<file path="src/hss_pkg.sv">
// Constants for the four-channel high-side switch control block
// Operation
// RL1 - Output driven by register, timer or PWM
// RL2 - Host configures switches in normal mode only; the code also accepts writes in init mode
// RL3 - Stop/sleep keep configuration, ignore changes
// RL4 - Restart or fail-safe forces all outputs off
// RL5 - Supply overvoltage turns outputs off, unless disabled
// RL6 - Overvoltage release re-enables outputs per recovery
// RL7 - Supply undervoltage turns outputs off, unless disabled
// RL8 - Undervoltage release re-enables outputs per recovery
// RL9 - Restore programmed state only with recovery bit one
// RL10 - Without recovery, outputs stay off, configuration cleared
// RL11 - Supply fault sets only its own supply flag
// RL12 - Overcurrent longer than filter time switches off
// RL13 - Overcurrent sets sticky per-output flag until cleared
// RL14 - Overcurrent resets channel configuration to 000
// RL15 - Host re-enables by writing 001 or timer
// RL16 - Open load sets sticky flag, output stays on
// RL17 - Overcurrent filter is sixteen microseconds
// RL18 - Flag clear works only once condition gone
package hss_pkg;

	// ==========================================================
	// Sizes and clock
	localparam int unsigned NCH     = 4;
	localparam int unsigned DW      = 16;
	localparam int unsigned AW      = 4;
	localparam int unsigned CLK_MHZ = 100;

	// ==========================================================
	// Filter times, in microseconds, and their cycle counts
	localparam int unsigned OC_FILTER_US  = 16;
	localparam int unsigned OC_FILTER_CYC = OC_FILTER_US * CLK_MHZ;
	localparam int unsigned OL_FILTER_US  = 64;
	localparam int unsigned OL_FILTER_CYC_DEF = OL_FILTER_US * CLK_MHZ;

	// ==========================================================
	// Register indices
	localparam logic [3:0] REG_CTRL_A      = 4'h0;
	localparam logic [3:0] REG_CTRL_B      = 4'h1;
	localparam logic [3:0] REG_SUPPLY_CTRL = 4'h2;
	localparam logic [3:0] REG_SUPPLY_STAT = 4'h3;
	localparam logic [3:0] REG_OC_STAT     = 4'h4;
	localparam logic [3:0] REG_OL_STAT     = 4'h5;
	localparam logic [3:0] REG_IRQ_STAT    = 4'h6;
	localparam logic [3:0] REG_IRQ_CLR     = 4'h7;
	localparam logic [3:0] REG_IRQ_EN      = 4'h8;
	localparam logic [3:0] REG_OUT_STATE   = 4'h9;

	// ==========================================================
	// Field positions
	localparam int unsigned CFG_W          = 3;
	localparam int unsigned SUP_OV_DIS_POS = 0;
	localparam int unsigned SUP_UV_DIS_POS = 1;
	localparam int unsigned SUP_REC_POS    = 2;
	localparam int unsigned STAT_OV_POS    = 0;
	localparam int unsigned STAT_UV_POS    = 1;
	localparam int unsigned IRQ_W          = 10;
	localparam int unsigned IRQ_OL_POS     = 4;
	localparam int unsigned IRQ_OV_POS     = 8;
	localparam int unsigned IRQ_UV_POS     = 9;

	// ==========================================================
	// Channel configuration codes
	localparam logic [2:0] CFG_OFF  = 3'h0;
	localparam logic [2:0] CFG_ON   = 3'h1;
	localparam logic [2:0] CFG_TMR1 = 3'h2;
	localparam logic [2:0] CFG_TMR2 = 3'h3;
	localparam logic [2:0] CFG_PWM1 = 3'h4;
	localparam logic [2:0] CFG_PWM2 = 3'h5;

	// ==========================================================
	// Device operating mode codes
	localparam logic [2:0] MODE_INIT     = 3'h0;
	localparam logic [2:0] MODE_NORMAL   = 3'h1;
	localparam logic [2:0] MODE_STOP     = 3'h2;
	localparam logic [2:0] MODE_SLEEP    = 3'h3;
	localparam logic [2:0] MODE_RESTART  = 3'h4;
	localparam logic [2:0] MODE_FAILSAFE = 3'h5;

	// ==========================================================
	// Reset values
	localparam logic [15:0] SUPPLY_CTRL_RST = 16'h0004;

endpackage : hss_pkg

</file>
<file path="src/hss_sync.sv">
// Three-stage synchroniser with agreement check for pin inputs
`timescale 1ns/1ps

module hss_sync #(
	parameter int unsigned W = 1
) (
	input  wire logic         sys_clk,
	input  wire logic         rst,
	input  wire logic [W-1:0] pin_in,
	output logic      [W-1:0] level_out
);

	logic [W-1:0] s1_r;
	logic [W-1:0] s2_r;
	logic [W-1:0] s3_r;
	logic [W-1:0] agree_nxt;

	// A bit moves only when the second and third stages agree
	assign agree_nxt = (s2_r & s3_r) | (level_out & (s2_r | s3_r));

	// ==========================================================
	// Stages; the first stage feeds only the second
	always_ff @(posedge sys_clk or posedge rst) begin
		if (rst) begin
			s1_r      <= '0;
			s2_r      <= '0;
			s3_r      <= '0;
			level_out <= '0;
		end else begin
			s1_r      <= pin_in;
			s2_r      <= s1_r;
			s3_r      <= s2_r;
			level_out <= agree_nxt;
		end
	end

endmodule : hss_sync

</file>
<file path="src/hss_filter.sv">
// Persistence filter: one pulse once a condition has held long enough
`timescale 1ns/1ps

module hss_filter #(
	parameter int unsigned CYC = 1600
) (
	input  wire logic sys_clk,
	input  wire logic rst,
	input  wire logic cond,
	output logic      trip
);

	localparam int unsigned CW = $clog2(CYC + 1);
	localparam logic [CW-1:0] LAST = CW'(CYC - 1);
	localparam logic [CW-1:0] DONE = CW'(CYC);

	logic [CW-1:0] cnt_r;
	logic [CW-1:0] cnt_nxt;
	logic          trip_nxt;

	// Count saturates at DONE so a steady fault gives a single pulse;
	// any gap in the condition restarts the count
	assign trip_nxt = cond && (cnt_r == LAST);
	assign cnt_nxt  = !cond ? '0 : (cnt_r == DONE) ? cnt_r : cnt_r + 1'b1;

	// ==========================================================
	// Counter and pulse
	always_ff @(posedge sys_clk or posedge rst) begin
		if (rst) begin
			cnt_r <= '0;
			trip  <= 1'b0;
		end else begin
			cnt_r <= cnt_nxt;
			trip  <= trip_nxt;
		end
	end

endmodule : hss_filter

</file>
<file path="src/hss_top.sv">
// Control and protection logic for four high-side output switches
//
// The strobed register port and the address map were left to the implementer.
`timescale 1ns/1ps

module hss_top #(
	parameter int unsigned OL_FILTER_CYC = hss_pkg::OL_FILTER_CYC_DEF
) (
	input  wire logic        sys_clk,
	input  wire logic        rst,
	input  wire logic [3:0]  addr,
	input  wire logic [15:0] wdata,
	input  wire logic        wr_en,
	input  wire logic        rd_en,
	output logic      [15:0] rdata,
	input  wire logic [2:0]  dev_mode,
	input  wire logic        timer1,
	input  wire logic        timer2,
	input  wire logic        pwm1,
	input  wire logic        pwm2,
	input  wire logic        supply_over_in,
	input  wire logic        supply_under_in,
	input  wire logic [3:0]  overcurrent_in,
	input  wire logic [3:0]  open_load_in,
	output logic      [3:0]  high_side_output,
	output logic             irq
);

	localparam int unsigned NCH = hss_pkg::NCH;

	// ==========================================================
	// Synchronised analog comparator levels
	logic       ov_s;
	logic       uv_s;
	logic [3:0] oc_s;
	logic [3:0] ol_s;
	logic       ov_q_r;
	logic       uv_q_r;

	hss_sync #(.W(10)) u_sync (
		.sys_clk   (sys_clk),
		.rst       (rst),
		.pin_in    ({supply_under_in, supply_over_in,
		             open_load_in, overcurrent_in}),
		.level_out ({uv_s, ov_s, ol_s, oc_s})
	);

	// ==========================================================
	// Control registers
	logic [2:0]  cfg_r [NCH];
	logic [15:0] sup_ctrl_r;
	logic [1:0]  sup_stat_r;
	logic [3:0]  oc_flag_r;
	logic [3:0]  ol_flag_r;
	logic [9:0]  irq_stat_r;
	logic [9:0]  irq_en_r;

	// ==========================================================
	// Mode and supply fault decoding
	wire mode_kill = (dev_mode == hss_pkg::MODE_RESTART) ||
	                 (dev_mode == hss_pkg::MODE_FAILSAFE);         // RL4
	// Stop and sleep freeze the configuration taken over from normal
	wire cfg_open  = (dev_mode == hss_pkg::MODE_NORMAL) ||
	                 (dev_mode == hss_pkg::MODE_INIT);             // RL3
	wire ov_dis    = sup_ctrl_r[hss_pkg::SUP_OV_DIS_POS];
	wire uv_dis    = sup_ctrl_r[hss_pkg::SUP_UV_DIS_POS];
	wire rec_en    = sup_ctrl_r[hss_pkg::SUP_REC_POS];
	wire ov_act    = ov_s && !ov_dis;                              // RL5
	wire uv_act    = uv_s && !uv_dis;                              // RL7
	wire sup_fault = ov_act || uv_act;
	// Without recovery a fault wipes the configuration, so the
	// outputs stay off after release until software writes again
	wire sup_wipe  = sup_fault && !rec_en;                         // RL10

	// ==========================================================
	// Register decode
	wire wr_ctrl_a = wr_en && (addr == hss_pkg::REG_CTRL_A);
	wire wr_ctrl_b = wr_en && (addr == hss_pkg::REG_CTRL_B);
	wire wr_sup_c  = wr_en && (addr == hss_pkg::REG_SUPPLY_CTRL);
	wire wr_sup_s  = wr_en && (addr == hss_pkg::REG_SUPPLY_STAT);
	wire wr_oc     = wr_en && (addr == hss_pkg::REG_OC_STAT);
	wire wr_ol     = wr_en && (addr == hss_pkg::REG_OL_STAT);
	wire wr_iclr   = wr_en && (addr == hss_pkg::REG_IRQ_CLR);
	wire wr_ien    = wr_en && (addr == hss_pkg::REG_IRQ_EN);

	// ==========================================================
	// Per-channel source selection, protection and flags
	logic [3:0] src;
	logic [3:0] drive_nxt;
	logic [3:0] oc_trip;
	logic [3:0] ol_trip;
	logic [3:0] oc_flag_nxt;
	logic [3:0] ol_flag_nxt;

	genvar i;
	generate
		for (i = 0; i < NCH; i++) begin : g_ch
			wire [2:0] cfg = cfg_r[i];
			wire       we  = (i < 2) ? wr_ctrl_a : wr_ctrl_b;
			wire [2:0] wv  = wdata[(i % 2) * 3 +: 3];
			// Protection clears beat a host write in the same cycle
			wire       clr = oc_trip[i] || mode_kill || sup_wipe;
			wire [2:0] cfg_nxt = clr ? hss_pkg::CFG_OFF :           // RL14
			                     (we && cfg_open) ? wv : cfg;       // RL3
			wire       oc_clr = wr_oc && wdata[i] && !oc_s[i];      // RL18
			wire       ol_clr = wr_ol && wdata[i] && !ol_s[i];      // RL18

			// Source select: register, timers or PWM generators
			assign src[i] = (cfg == hss_pkg::CFG_ON) ||
			                ((cfg == hss_pkg::CFG_TMR1) && timer1) ||
			                ((cfg == hss_pkg::CFG_TMR2) && timer2) ||
			                ((cfg == hss_pkg::CFG_PWM1) && pwm1) ||
			                ((cfg == hss_pkg::CFG_PWM2) && pwm2);  // RL1
			// Output follows its programmed state once the fault is gone
			assign drive_nxt[i] = src[i] && !sup_fault &&
			                      !mode_kill && !oc_trip[i];  // RL6 RL8 RL9
			assign oc_flag_nxt[i] = oc_trip[i] ||
			                        (oc_flag_r[i] && !oc_clr);      // RL13
			assign ol_flag_nxt[i] = ol_trip[i] ||
			                        (ol_flag_r[i] && !ol_clr);      // RL16

			// Overcurrent filter counts only while the switch is on
			hss_filter #(.CYC(hss_pkg::OC_FILTER_CYC)) u_oc (
				.sys_clk (sys_clk),
				.rst     (rst),
				.cond    (oc_s[i] && high_side_output[i]),
				.trip    (oc_trip[i])
			);                                                  // RL12 RL17

			// Open load is judged only in the on state; no shutdown
			hss_filter #(.CYC(OL_FILTER_CYC)) u_ol (
				.sys_clk (sys_clk),
				.rst     (rst),
				.cond    (ol_s[i] && high_side_output[i]),
				.trip    (ol_trip[i])
			);                                                      // RL16

			always_ff @(posedge sys_clk or posedge rst) begin
				if (rst) begin
					cfg_r[i] <= hss_pkg::CFG_OFF;
				end else begin
					cfg_r[i] <= cfg_nxt;
				end
			end
		end
	endgenerate

	// ==========================================================
	// Supply flags and interrupt events
	wire       ov_rise = ov_s && !ov_q_r;
	wire       uv_rise = uv_s && !uv_q_r;
	// Supply faults touch only their own flags, never the channel flags
	wire [1:0] sup_set = {uv_rise, ov_rise};                       // RL11
	wire [1:0] sup_clr = wr_sup_s ? wdata[1:0] : 2'h0;
	wire [1:0] sup_stat_nxt = sup_set | (sup_stat_r & ~sup_clr);
	wire [9:0] irq_ev  = {uv_rise, ov_rise, ol_trip, oc_trip};
	wire [9:0] irq_clr = wr_iclr ? wdata[9:0] : 10'h000;
	// Set beats clear so an event in the clearing cycle survives
	wire [9:0] irq_stat_nxt = irq_ev | (irq_stat_r & ~irq_clr);

	// ==========================================================
	// Read multiplexer; unmapped and write-only indices read zero
	logic [15:0] rd_mux;
	assign rd_mux =
		(addr == hss_pkg::REG_CTRL_A) ?
			{10'h000, cfg_r[1], cfg_r[0]} :
		(addr == hss_pkg::REG_CTRL_B) ?
			{10'h000, cfg_r[3], cfg_r[2]} :
		(addr == hss_pkg::REG_SUPPLY_CTRL) ? {13'h0000, sup_ctrl_r[2:0]} :
		(addr == hss_pkg::REG_SUPPLY_STAT) ? {14'h0000, sup_stat_r} :
		(addr == hss_pkg::REG_OC_STAT)     ? {12'h000, oc_flag_r} :
		(addr == hss_pkg::REG_OL_STAT)     ? {12'h000, ol_flag_r} :
		(addr == hss_pkg::REG_IRQ_STAT)    ? {6'h00, irq_stat_r} :
		(addr == hss_pkg::REG_IRQ_EN)      ? {6'h00, irq_en_r} :
		(addr == hss_pkg::REG_OUT_STATE)   ? {12'h000, high_side_output} :
		16'h0000;

	// ==========================================================
	// Shared registers; supply control may be set in any mode
	always_ff @(posedge sys_clk or posedge rst) begin
		if (rst) begin
			sup_ctrl_r <= hss_pkg::SUPPLY_CTRL_RST;
			irq_en_r   <= 10'h000;
		end else begin
			if (wr_sup_c) begin
				sup_ctrl_r <= {13'h0000, wdata[2:0]};
			end
			if (wr_ien) begin
				irq_en_r <= wdata[9:0];
			end
		end
	end

	// Status flags and delayed supply levels for edge detection
	always_ff @(posedge sys_clk or posedge rst) begin
		if (rst) begin
			sup_stat_r <= 2'h0;
			oc_flag_r  <= 4'h0;
			ol_flag_r  <= 4'h0;
			irq_stat_r <= 10'h000;
			ov_q_r     <= 1'b0;
			uv_q_r     <= 1'b0;
		end else begin
			sup_stat_r <= sup_stat_nxt;
			oc_flag_r  <= oc_flag_nxt;
			ol_flag_r  <= ol_flag_nxt;
			irq_stat_r <= irq_stat_nxt;
			ov_q_r     <= ov_s;
			uv_q_r     <= uv_s;
		end
	end

	// Outputs, all registered; read data stands one cycle only
	always_ff @(posedge sys_clk or posedge rst) begin
		if (rst) begin
			high_side_output <= 4'h0;
			irq              <= 1'b0;
			rdata            <= 16'h0000;
		end else begin
			high_side_output <= drive_nxt;
			irq              <= |(irq_stat_r & irq_en_r);
			rdata            <= rd_en ? rd_mux : 16'h0000;
		end
	end

endmodule : hss_top

</file>
<file path="config.mk">
export PLATFORM = sky130hd
export DESIGN_NAME = hss_top
export DESIGN_NICKNAME = d
export VERILOG_FILES = /design/src/hss_pkg.sv /design/src/hss_sync.sv /design/src/hss_filter.sv /design/src/hss_top.sv
export SDC_FILE = /design/constraint.sdc
export NUM_CORES = 1
export LEC_CHECK = 0
export BUFFER_PORTS_ARGS = -buffer_cell sky130_fd_sc_hd__buf_2
export CAP_MARGIN = 20
export CELL_PAD_IN_SITES_DETAIL_PLACEMENT = 1
export CELL_PAD_IN_SITES_GLOBAL_PLACEMENT = 1
export CORE_UTILIZATION = 48
export DETAILED_ROUTE_END_ITERATION = 10
export GPL_TIMING_DRIVEN = 0
export PLACE_DENSITY = 0.88
export SLEW_MARGIN = 30
export SYNTH_ARGS = -nofsm -noshare
export SYNTH_HDL_FRONTEND = slang
export SYNTH_SLANG_ARGS = --single-unit
</file>
<file path="constraint.sdc">
create_clock -name sys_clk -period 7.7 [get_ports sys_clk]
set_input_delay 1.155 -clock sys_clk [delete_from_list [all_inputs] [get_ports sys_clk]]
set_output_delay 1.155 -clock sys_clk [all_outputs]
set_load 0.01 [all_outputs]
</file>
==> After elaboration in Yosys (flattened, before gate mapping) <==
Cells that the tools add are included.
{ "classes": {"n_bitwise": 11, "add_sub_neg": 8, "muxes": 36, "n_eq_ne": 56, "reduce_logical": 152} }
{ "ops": {"columns": ["cell", "count"], "rows": [
  ["13-bit == test, second input constant", 8],
  ["13-bit 2-to-1 mux", 8],
  ["10-bit 2-to-1 mux", 10],
  ["11-bit == test, second input constant", 8],
  ["11-bit 2-to-1 mux", 8],
  ["1-bit logical AND", 83],
  ["13-bit by 1-bit adder with 13-bit output, second input constant", 4],
  ["11-bit by 1-bit adder with 11-bit output, second input constant", 4],
  ["10-bit bitwise AND", 4],
  ["1-bit logical OR", 35],
  ["3-bit == test, second input constant", 10],
  ["10-bit OR", 3],
  ["1-bit zero test", 27],
  ["3-bit by 2-bit == test with 1-bit output, second input constant", 8],
  ["3-bit 2-to-1 mux", 8],
  ["4-bit by 3-bit == test with 1-bit output, second input constant", 4],
  ["2-bit != test, second input constant", 8],
  ["3-bit by 1-bit == test with 1-bit output, second input constant", 5],
  ["10-bit inverter", 1],
  ["10-bit OR reduction", 1],
  ["4-bit by 2-bit == test with 1-bit output, second input constant", 2],
  ["4-bit == test, second input constant", 2],
  ["2-bit nonzero test", 4],
  ["4-bit by 1-bit == test with 1-bit output, second input constant", 1],
  ["7 further kinds", 7]
]} }
{ "word_totals": {"register_bits": 206, "output_inout_bits": 21, "input_bits": 41, "elab_cells": 298} }

==> Logic depth before layout (Yosys ltp) <==
{ "logic_depth": {"word_depth": 11, "mapped_depth": 7, "depth_no_buf": 6} }

==> Modules after synthesis <==
A second synthesis with hierarchy kept.
{ "hier_totals": {"cells_unflattened": 933, "area_unflattened_um2": 9912.0} }
{ "modules_own_cells": {"columns": ["mod", "area_per_inst_um2", "cells_per_inst", "instances"], "rows": [
  ["hss_top", 3244.4, 310, 1],
  ["hss_filter at g_ch[0].u_ol ...", 747.0, 77, 4],
  ["hss_filter at g_ch[0].u_oc ...", 640.6, 66, 4],
  ["hss_sync", 1117.3, 51, 1]
]} }

==> Least setup slack after synthesis <==
Ideal clock, no wire load.
{ "synth_path": {"path_kind": "in2reg", "start": "input addr[0]", "end": "register rdata[2]", "cell_stages": 5, "path_buffers": 2, "arrival_ps": 2232, "setup_ps": 130, "required_time_ps": 7570, "path_slack_ps": 5337, "path_cell_list": "buf_2 > buf_2 > mux2_2 > a222oi_1 > a21oi_1"} }
{ "synth_between": {"elab_chain_cells": 11} }
{ "synth_rtl": {"columns": ["element", "line", "rtl"], "rows": [
  ["from (decl)", "hss_top.sv:11", "input wire logic [3:0] addr,"],
  ["4-bit == test", "hss_top.sv:175", "(addr == hss_pkg::REG_OUT_STATE) ? {12'h000, high_side_output} :"],
  ["4-bit 2-to-1 mux", "hss_top.sv:175", null],
  ["10-bit 2-to-1 mux", "hss_top.sv:174", "(addr == hss_pkg::REG_IRQ_EN) ? {6'h00, irq_en_r} :"],
  ["10-bit 2-to-1 mux", "hss_top.sv:173", "(addr == hss_pkg::REG_IRQ_STAT) ? {6'h00, irq_stat_r} :"],
  ["10-bit 2-to-1 mux", "hss_top.sv:172", "(addr == hss_pkg::REG_OL_STAT) ? {12'h000, ol_flag_r} :"],
  ["10-bit 2-to-1 mux", "hss_top.sv:171", "(addr == hss_pkg::REG_OC_STAT) ? {12'h000, oc_flag_r} :"],
  ["10-bit 2-to-1 mux", "hss_top.sv:170", "(addr == hss_pkg::REG_SUPPLY_STAT) ? {14'h0000, sup_stat_r} :"],
  ["10-bit 2-to-1 mux", "hss_top.sv:169", "(addr == hss_pkg::REG_SUPPLY_CTRL) ? {13'h0000, sup_ctrl_r[2:0]} :"],
  ["10-bit 2-to-1 mux", "hss_top.sv:167", "(addr == hss_pkg::REG_CTRL_B) ?"],
  ["10-bit 2-to-1 mux (*)", "hss_top.sv:165", "(addr == hss_pkg::REG_CTRL_A) ?"],
  ["10-bit 2-to-1 mux (*)", "hss_top.sv:222", "rdata <= rd_en ? rd_mux : 16'h0000;"],
  ["to (signal assigned)", "hss_top.sv:222", null],
  ["to (decl)", "hss_top.sv:15", "output logic [15:0] rdata,"]
]} }
Every way passes the cells marked *; elsewhere a longest branch is shown, timed or not.
A chain may end at the register's enable or synchronous reset.

==> Worst setup path in the final report <==
{ "layout_path": {"start": "input addr[2]", "end": "register cfg_r, in the netlist g_ch[0].cfg[0]"} }
{ "layout_between": {"elab_chain_cells": 4} }
{ "layout_rtl": {"columns": ["element", "line", "rtl"], "rows": [
  ["4-bit zero test", "hss_top.sv:77", "wire wr_ctrl_a = wr_en && (addr == hss_pkg::REG_CTRL_A);"],
  ["1-bit logical AND", "hss_top.sv:77", null],
  ["1-bit logical AND", "hss_top.sv:104", "(we && cfg_open) ? wv : cfg;"],
  ["2-bit nonzero test (no source line)", null, null],
  ["to (signal, indexed assignment)", "hss_top.sv:140", "cfg_r[i] <= hss_pkg::CFG_OFF;"],
  ["to (signal, indexed assignment)", "hss_top.sv:142", "cfg_r[i] <= cfg_nxt;"],
  ["to (decl)", "hss_top.sv:50", "logic [2:0] cfg_r [NCH];"]
]} }
No other way between the ends.

==> flow_summary.json <==
{
  "fin_crit_sh": 0.347,
  "design.portCount": 62,
  "num_vias": 7043,
  "start_util": 0.495,
  "hold_viol": 0,
  "status": "finished clean",
  "slew_headroom": 0.355,
  "synthFlopType": "dfrtp_1",
  "syn_inst": 863,
  "avgViaCountPerCell": 5.78,
  "leakage_nw": 4.78,
  "drtAntennaViolNets": 0,
  "synth.distinct_cells": 62,
  "fin_crit_ps": 2670,
  "finalSetupTns_ps": 0,
  "gp_congestion": 0.883,
  "drcViolationCount": 0,
  "peakVddDrop_v": 0.000180,
  "grt_pass1_wl_um": 40000,
  "placed_area_um2": 9990,
  "io_buffers": 45,
  "maxCapViolCount": 0,
  "clock_latency_ps": 510,
  "power_density_nw_per_um2": 224,
  "numCtsBuffers": 23,
  "core_area_um2": 18900,
  "cp-start-kind": "primary input",
  "drt-initial-drc-count": 412,
  "max_slew.worst_pin.slew_ps": 960,
  "async_reset_ff_frac": 1.00,
  "layout-drive-gt1-share": 0.137,
  "clock-sinks": 206,
  "fin_nets": 997,
  "worst_setup_path_end_kind": "flip-flop",
  "firstDrtPassIters": 5,
  "synth_edf_count": 0,
  "die-area_um2": 20100,
  "seqPwrFrac": 0.473,
  "avgSynthCellArea_um2": 10.8,
  "cts_setup_buffers": 0,
  "area_delta_synth_final_pct": 15.4,
  "setup_viol": 0,
  "hpwlAfterDp_um": 16100,
  "wl_per_cell_um": 20.2,
  "cts-root-buf": "clkbuf_16",
  "finalMaxSlewViolations": 0,
  "grt_use_total": 0.255,
  "final.setup_skew_ps": 7.89,
  "ys_seq_elements": 206,
  "num_rows": 50,
  "die_y_um": 142,
  "synthesis.area_um2": 9360,
  "ys_warn_count": 0,
  "ys_seq_area_frac": 0.551,
  "grt_antenna_before_repair": 2,
  "power.internal_mw": 1.88,
  "required_ps": 8090,
  "power_frac_comb": 0.051,
  "grt_max_degree": 97,
  "swShare": 0.223,
  "p_sw_mw": 0.540,
  "cts_hold_buf": 0,
  "grt_overflow_total": 0,
  "clk_pin_slew_ps": 60,
  "timing.hold.ws_ps": 349,
  "finalInstanceArea_um2": 10800,
  "crit_type": "primary input to flip-flop",
  "cts.path.max_buffers": 3,
  "power_frac_clock": 0.476,
  "cp.arrival_ps": 3060,
  "worstHoldPathType": "flip-flop to flip-flop",
  "finalCoreUtilization": 0.571,
  "max_freq_mhz": 374,
  "dieWidth_um": 142,
  "drt-total-wl_um": 24600,
  "ctsResizeCount": 0,
  "cts_tree": "done",
  "rsz0062_at_grt": "no",
  "grt_pass1_vias": 7664,
  "worstPathMaxFanout": 10,
  "h-tree-depth": 1
}
## state kept, by name, indices dropped and copies added, names as in the netlist
| name | flops |
|---|---|
| g_ch.u_ol.cnt_r | 52 |
| g_ch.u_oc.cnt_r | 44 |
| g_ch.cfg | 12 |
| irq_en_r | 10 |
| irq_stat_r | 10 |
| rdata | 10 |
| u_sync.level_out | 10 |
| u_sync.s1_r | 10 |
| u_sync.s2_r | 10 |
| u_sync.s3_r | 10 |
| g_ch.u_oc.trip | 4 |
| g_ch.u_ol.trip | 4 |
| high_side_output | 4 |
| oc_flag_r | 4 |
| ol_flag_r | 4 |
| sup_ctrl_r | 3 |
| sup_stat_r | 2 |
| irq | 1 |
| ov_q_r | 1 |
| uv_q_r | 1 |
## worst paths after layout
check | start | end | slack, ps | depth (start not counted)
worst max-delay path | addr[2] | g_ch[0].cfg[0] | 5030 | 6
worst min-delay path | u_sync.s1_r[2] | u_sync.s2_r[2] | 350 | 0
worst max register to register | u_sync.level_out[8] | g_ch[1].cfg[0] | 5950 | 4
worst min register to register | u_sync.s1_r[2] | u_sync.s2_r[2] | 350 | 0
max in group asynchronous | rst | g_ch[2].u_oc.cnt_r[5] | 5930 | 4
min in group asynchronous | rst | g_ch[1].u_oc.cnt_r[2] | 630 | 2
## per-layer routing
metal | global-route usage | vias up | part of all wire
li1 | - | 3183 | -
met1 | 0.311 | 3585 | 0.41
met2 | 0.446 | 190 | 0.50
met3 | 0.0476 | 83 | 0.052
met4 | 0.0985 | 2 | 0.034
met5 | 0 | - | 0.00041
## kinds of logic after synthesis
| family | count (synthesis) | share of synthesized area |
|---|---|---|
| AOI/OAI and AO/OA | 101 | 0.0718 |
| muxes | 40 | 0.0452 |
| other | 1 | 0.000401 |
| adders and majority gates | 26 | 0.0321 |
| DFF | 206 | 0.551 |
| and+or+nand+nor | 364 | 0.208 |
| buffers and inverters | 54 | 0.0251 |
| xor gates and xnor gates | 71 | 0.0665 |
## power by group through the flow
| stage | registers (mW) | logic [mW] | clock network (mW) |
|---|---|---|---|
| 2_1_floorplan | 1.16 | 0.0749 | 0 |
| 3_3_place_gp | 1.16 | 0.111 | 0 |
| 3_5_place_dp | 1.16 | 0.120 | 0 |
| 4_1_cts | 1.15 | 0.123 | 1.17 |
| 5_1_grt | 1.15 | 0.133 | 1.21 |
| 6_report | 1.15 | 0.123 | 1.15 |
## worst max-delay path, cell delays in order
cell	delay, ps
buf_2	140
buf_2	200
nor4_1	640
nand2_1	440
mux2i_1	210
nor3_1	260
## layout make-up
| class | count | area [µm²] |
|---|---|---|
| Inverter | 26 | 105 |
| Tap cell | 260 | 325 |
| Buffer | 28 | 138 |
| Timing Repair Buffer | 47 | 280 |
| Fill cell | 2070 | 8100 |
| Clock inverter | 7 | 113 |
| Clock buffer | 34 | 687 |
| Sequential cell | 206 | 5160 |
| Multi-Input combinational cell | 608 | 3980 |
| Antenna cell | 2 | 5.00 |
## cells in the mapped netlist (all sizes together), types with 10 or more instances
| master | n | area share |
|---|---|---|
| o21ai | 23 | 0.012 |
| nand2 | 62 | 0.025 |
| inv | 26 | 0.010 |
| nand3b | 19 | 0.015 |
| maj3 | 10 | 0.011 |
| a22oi | 10 | 0.0080 |
| nand3 | 30 | 0.016 |
| a21o | 25 | 0.020 |
| mux2i | 22 | 0.024 |
| ha | 16 | 0.021 |
| and3 | 12 | 0.0080 |
| nor2 | 101 | 0.041 |
| clkbuf | 13 | 0.0052 |
| xor2 | 38 | 0.036 |
| nand4 | 25 | 0.017 |
| a21oi | 22 | 0.012 |
| xnor2 | 33 | 0.031 |
| nor3 | 31 | 0.017 |
| mux2 | 18 | 0.022 |
| dfrtp | 205 | 0.55 |
| nor4 | 13 | 0.0094 |
| buf | 15 | 0.0095 |
## layout by cell type (no fill, tap or decap), drive strengths merged, types with 26 or more instances in the layout
| master | n |
|---|---|
| inv | 26 |
| dfrtp | 205 |
| nor3 | 31 |
| buf | 62 |
| nor2 | 101 |
| xnor2 | 33 |
| nand2 | 62 |
| clkbuf | 47 |
| nand3 | 30 |
| xor2 | 38 |
## per-stage QoR
step,cells,power (mW),setup slack [ps]
after floorplan,868,1.23,923
after global placement,1173,1.27,-1260
after detailed placement,1175,1.28,4810
after CTS,1216,2.44,5120
after global routing,1216,2.49,4980
final,1218,2.42,5030
Note: power is estimated with default switching activity, not from simulation.
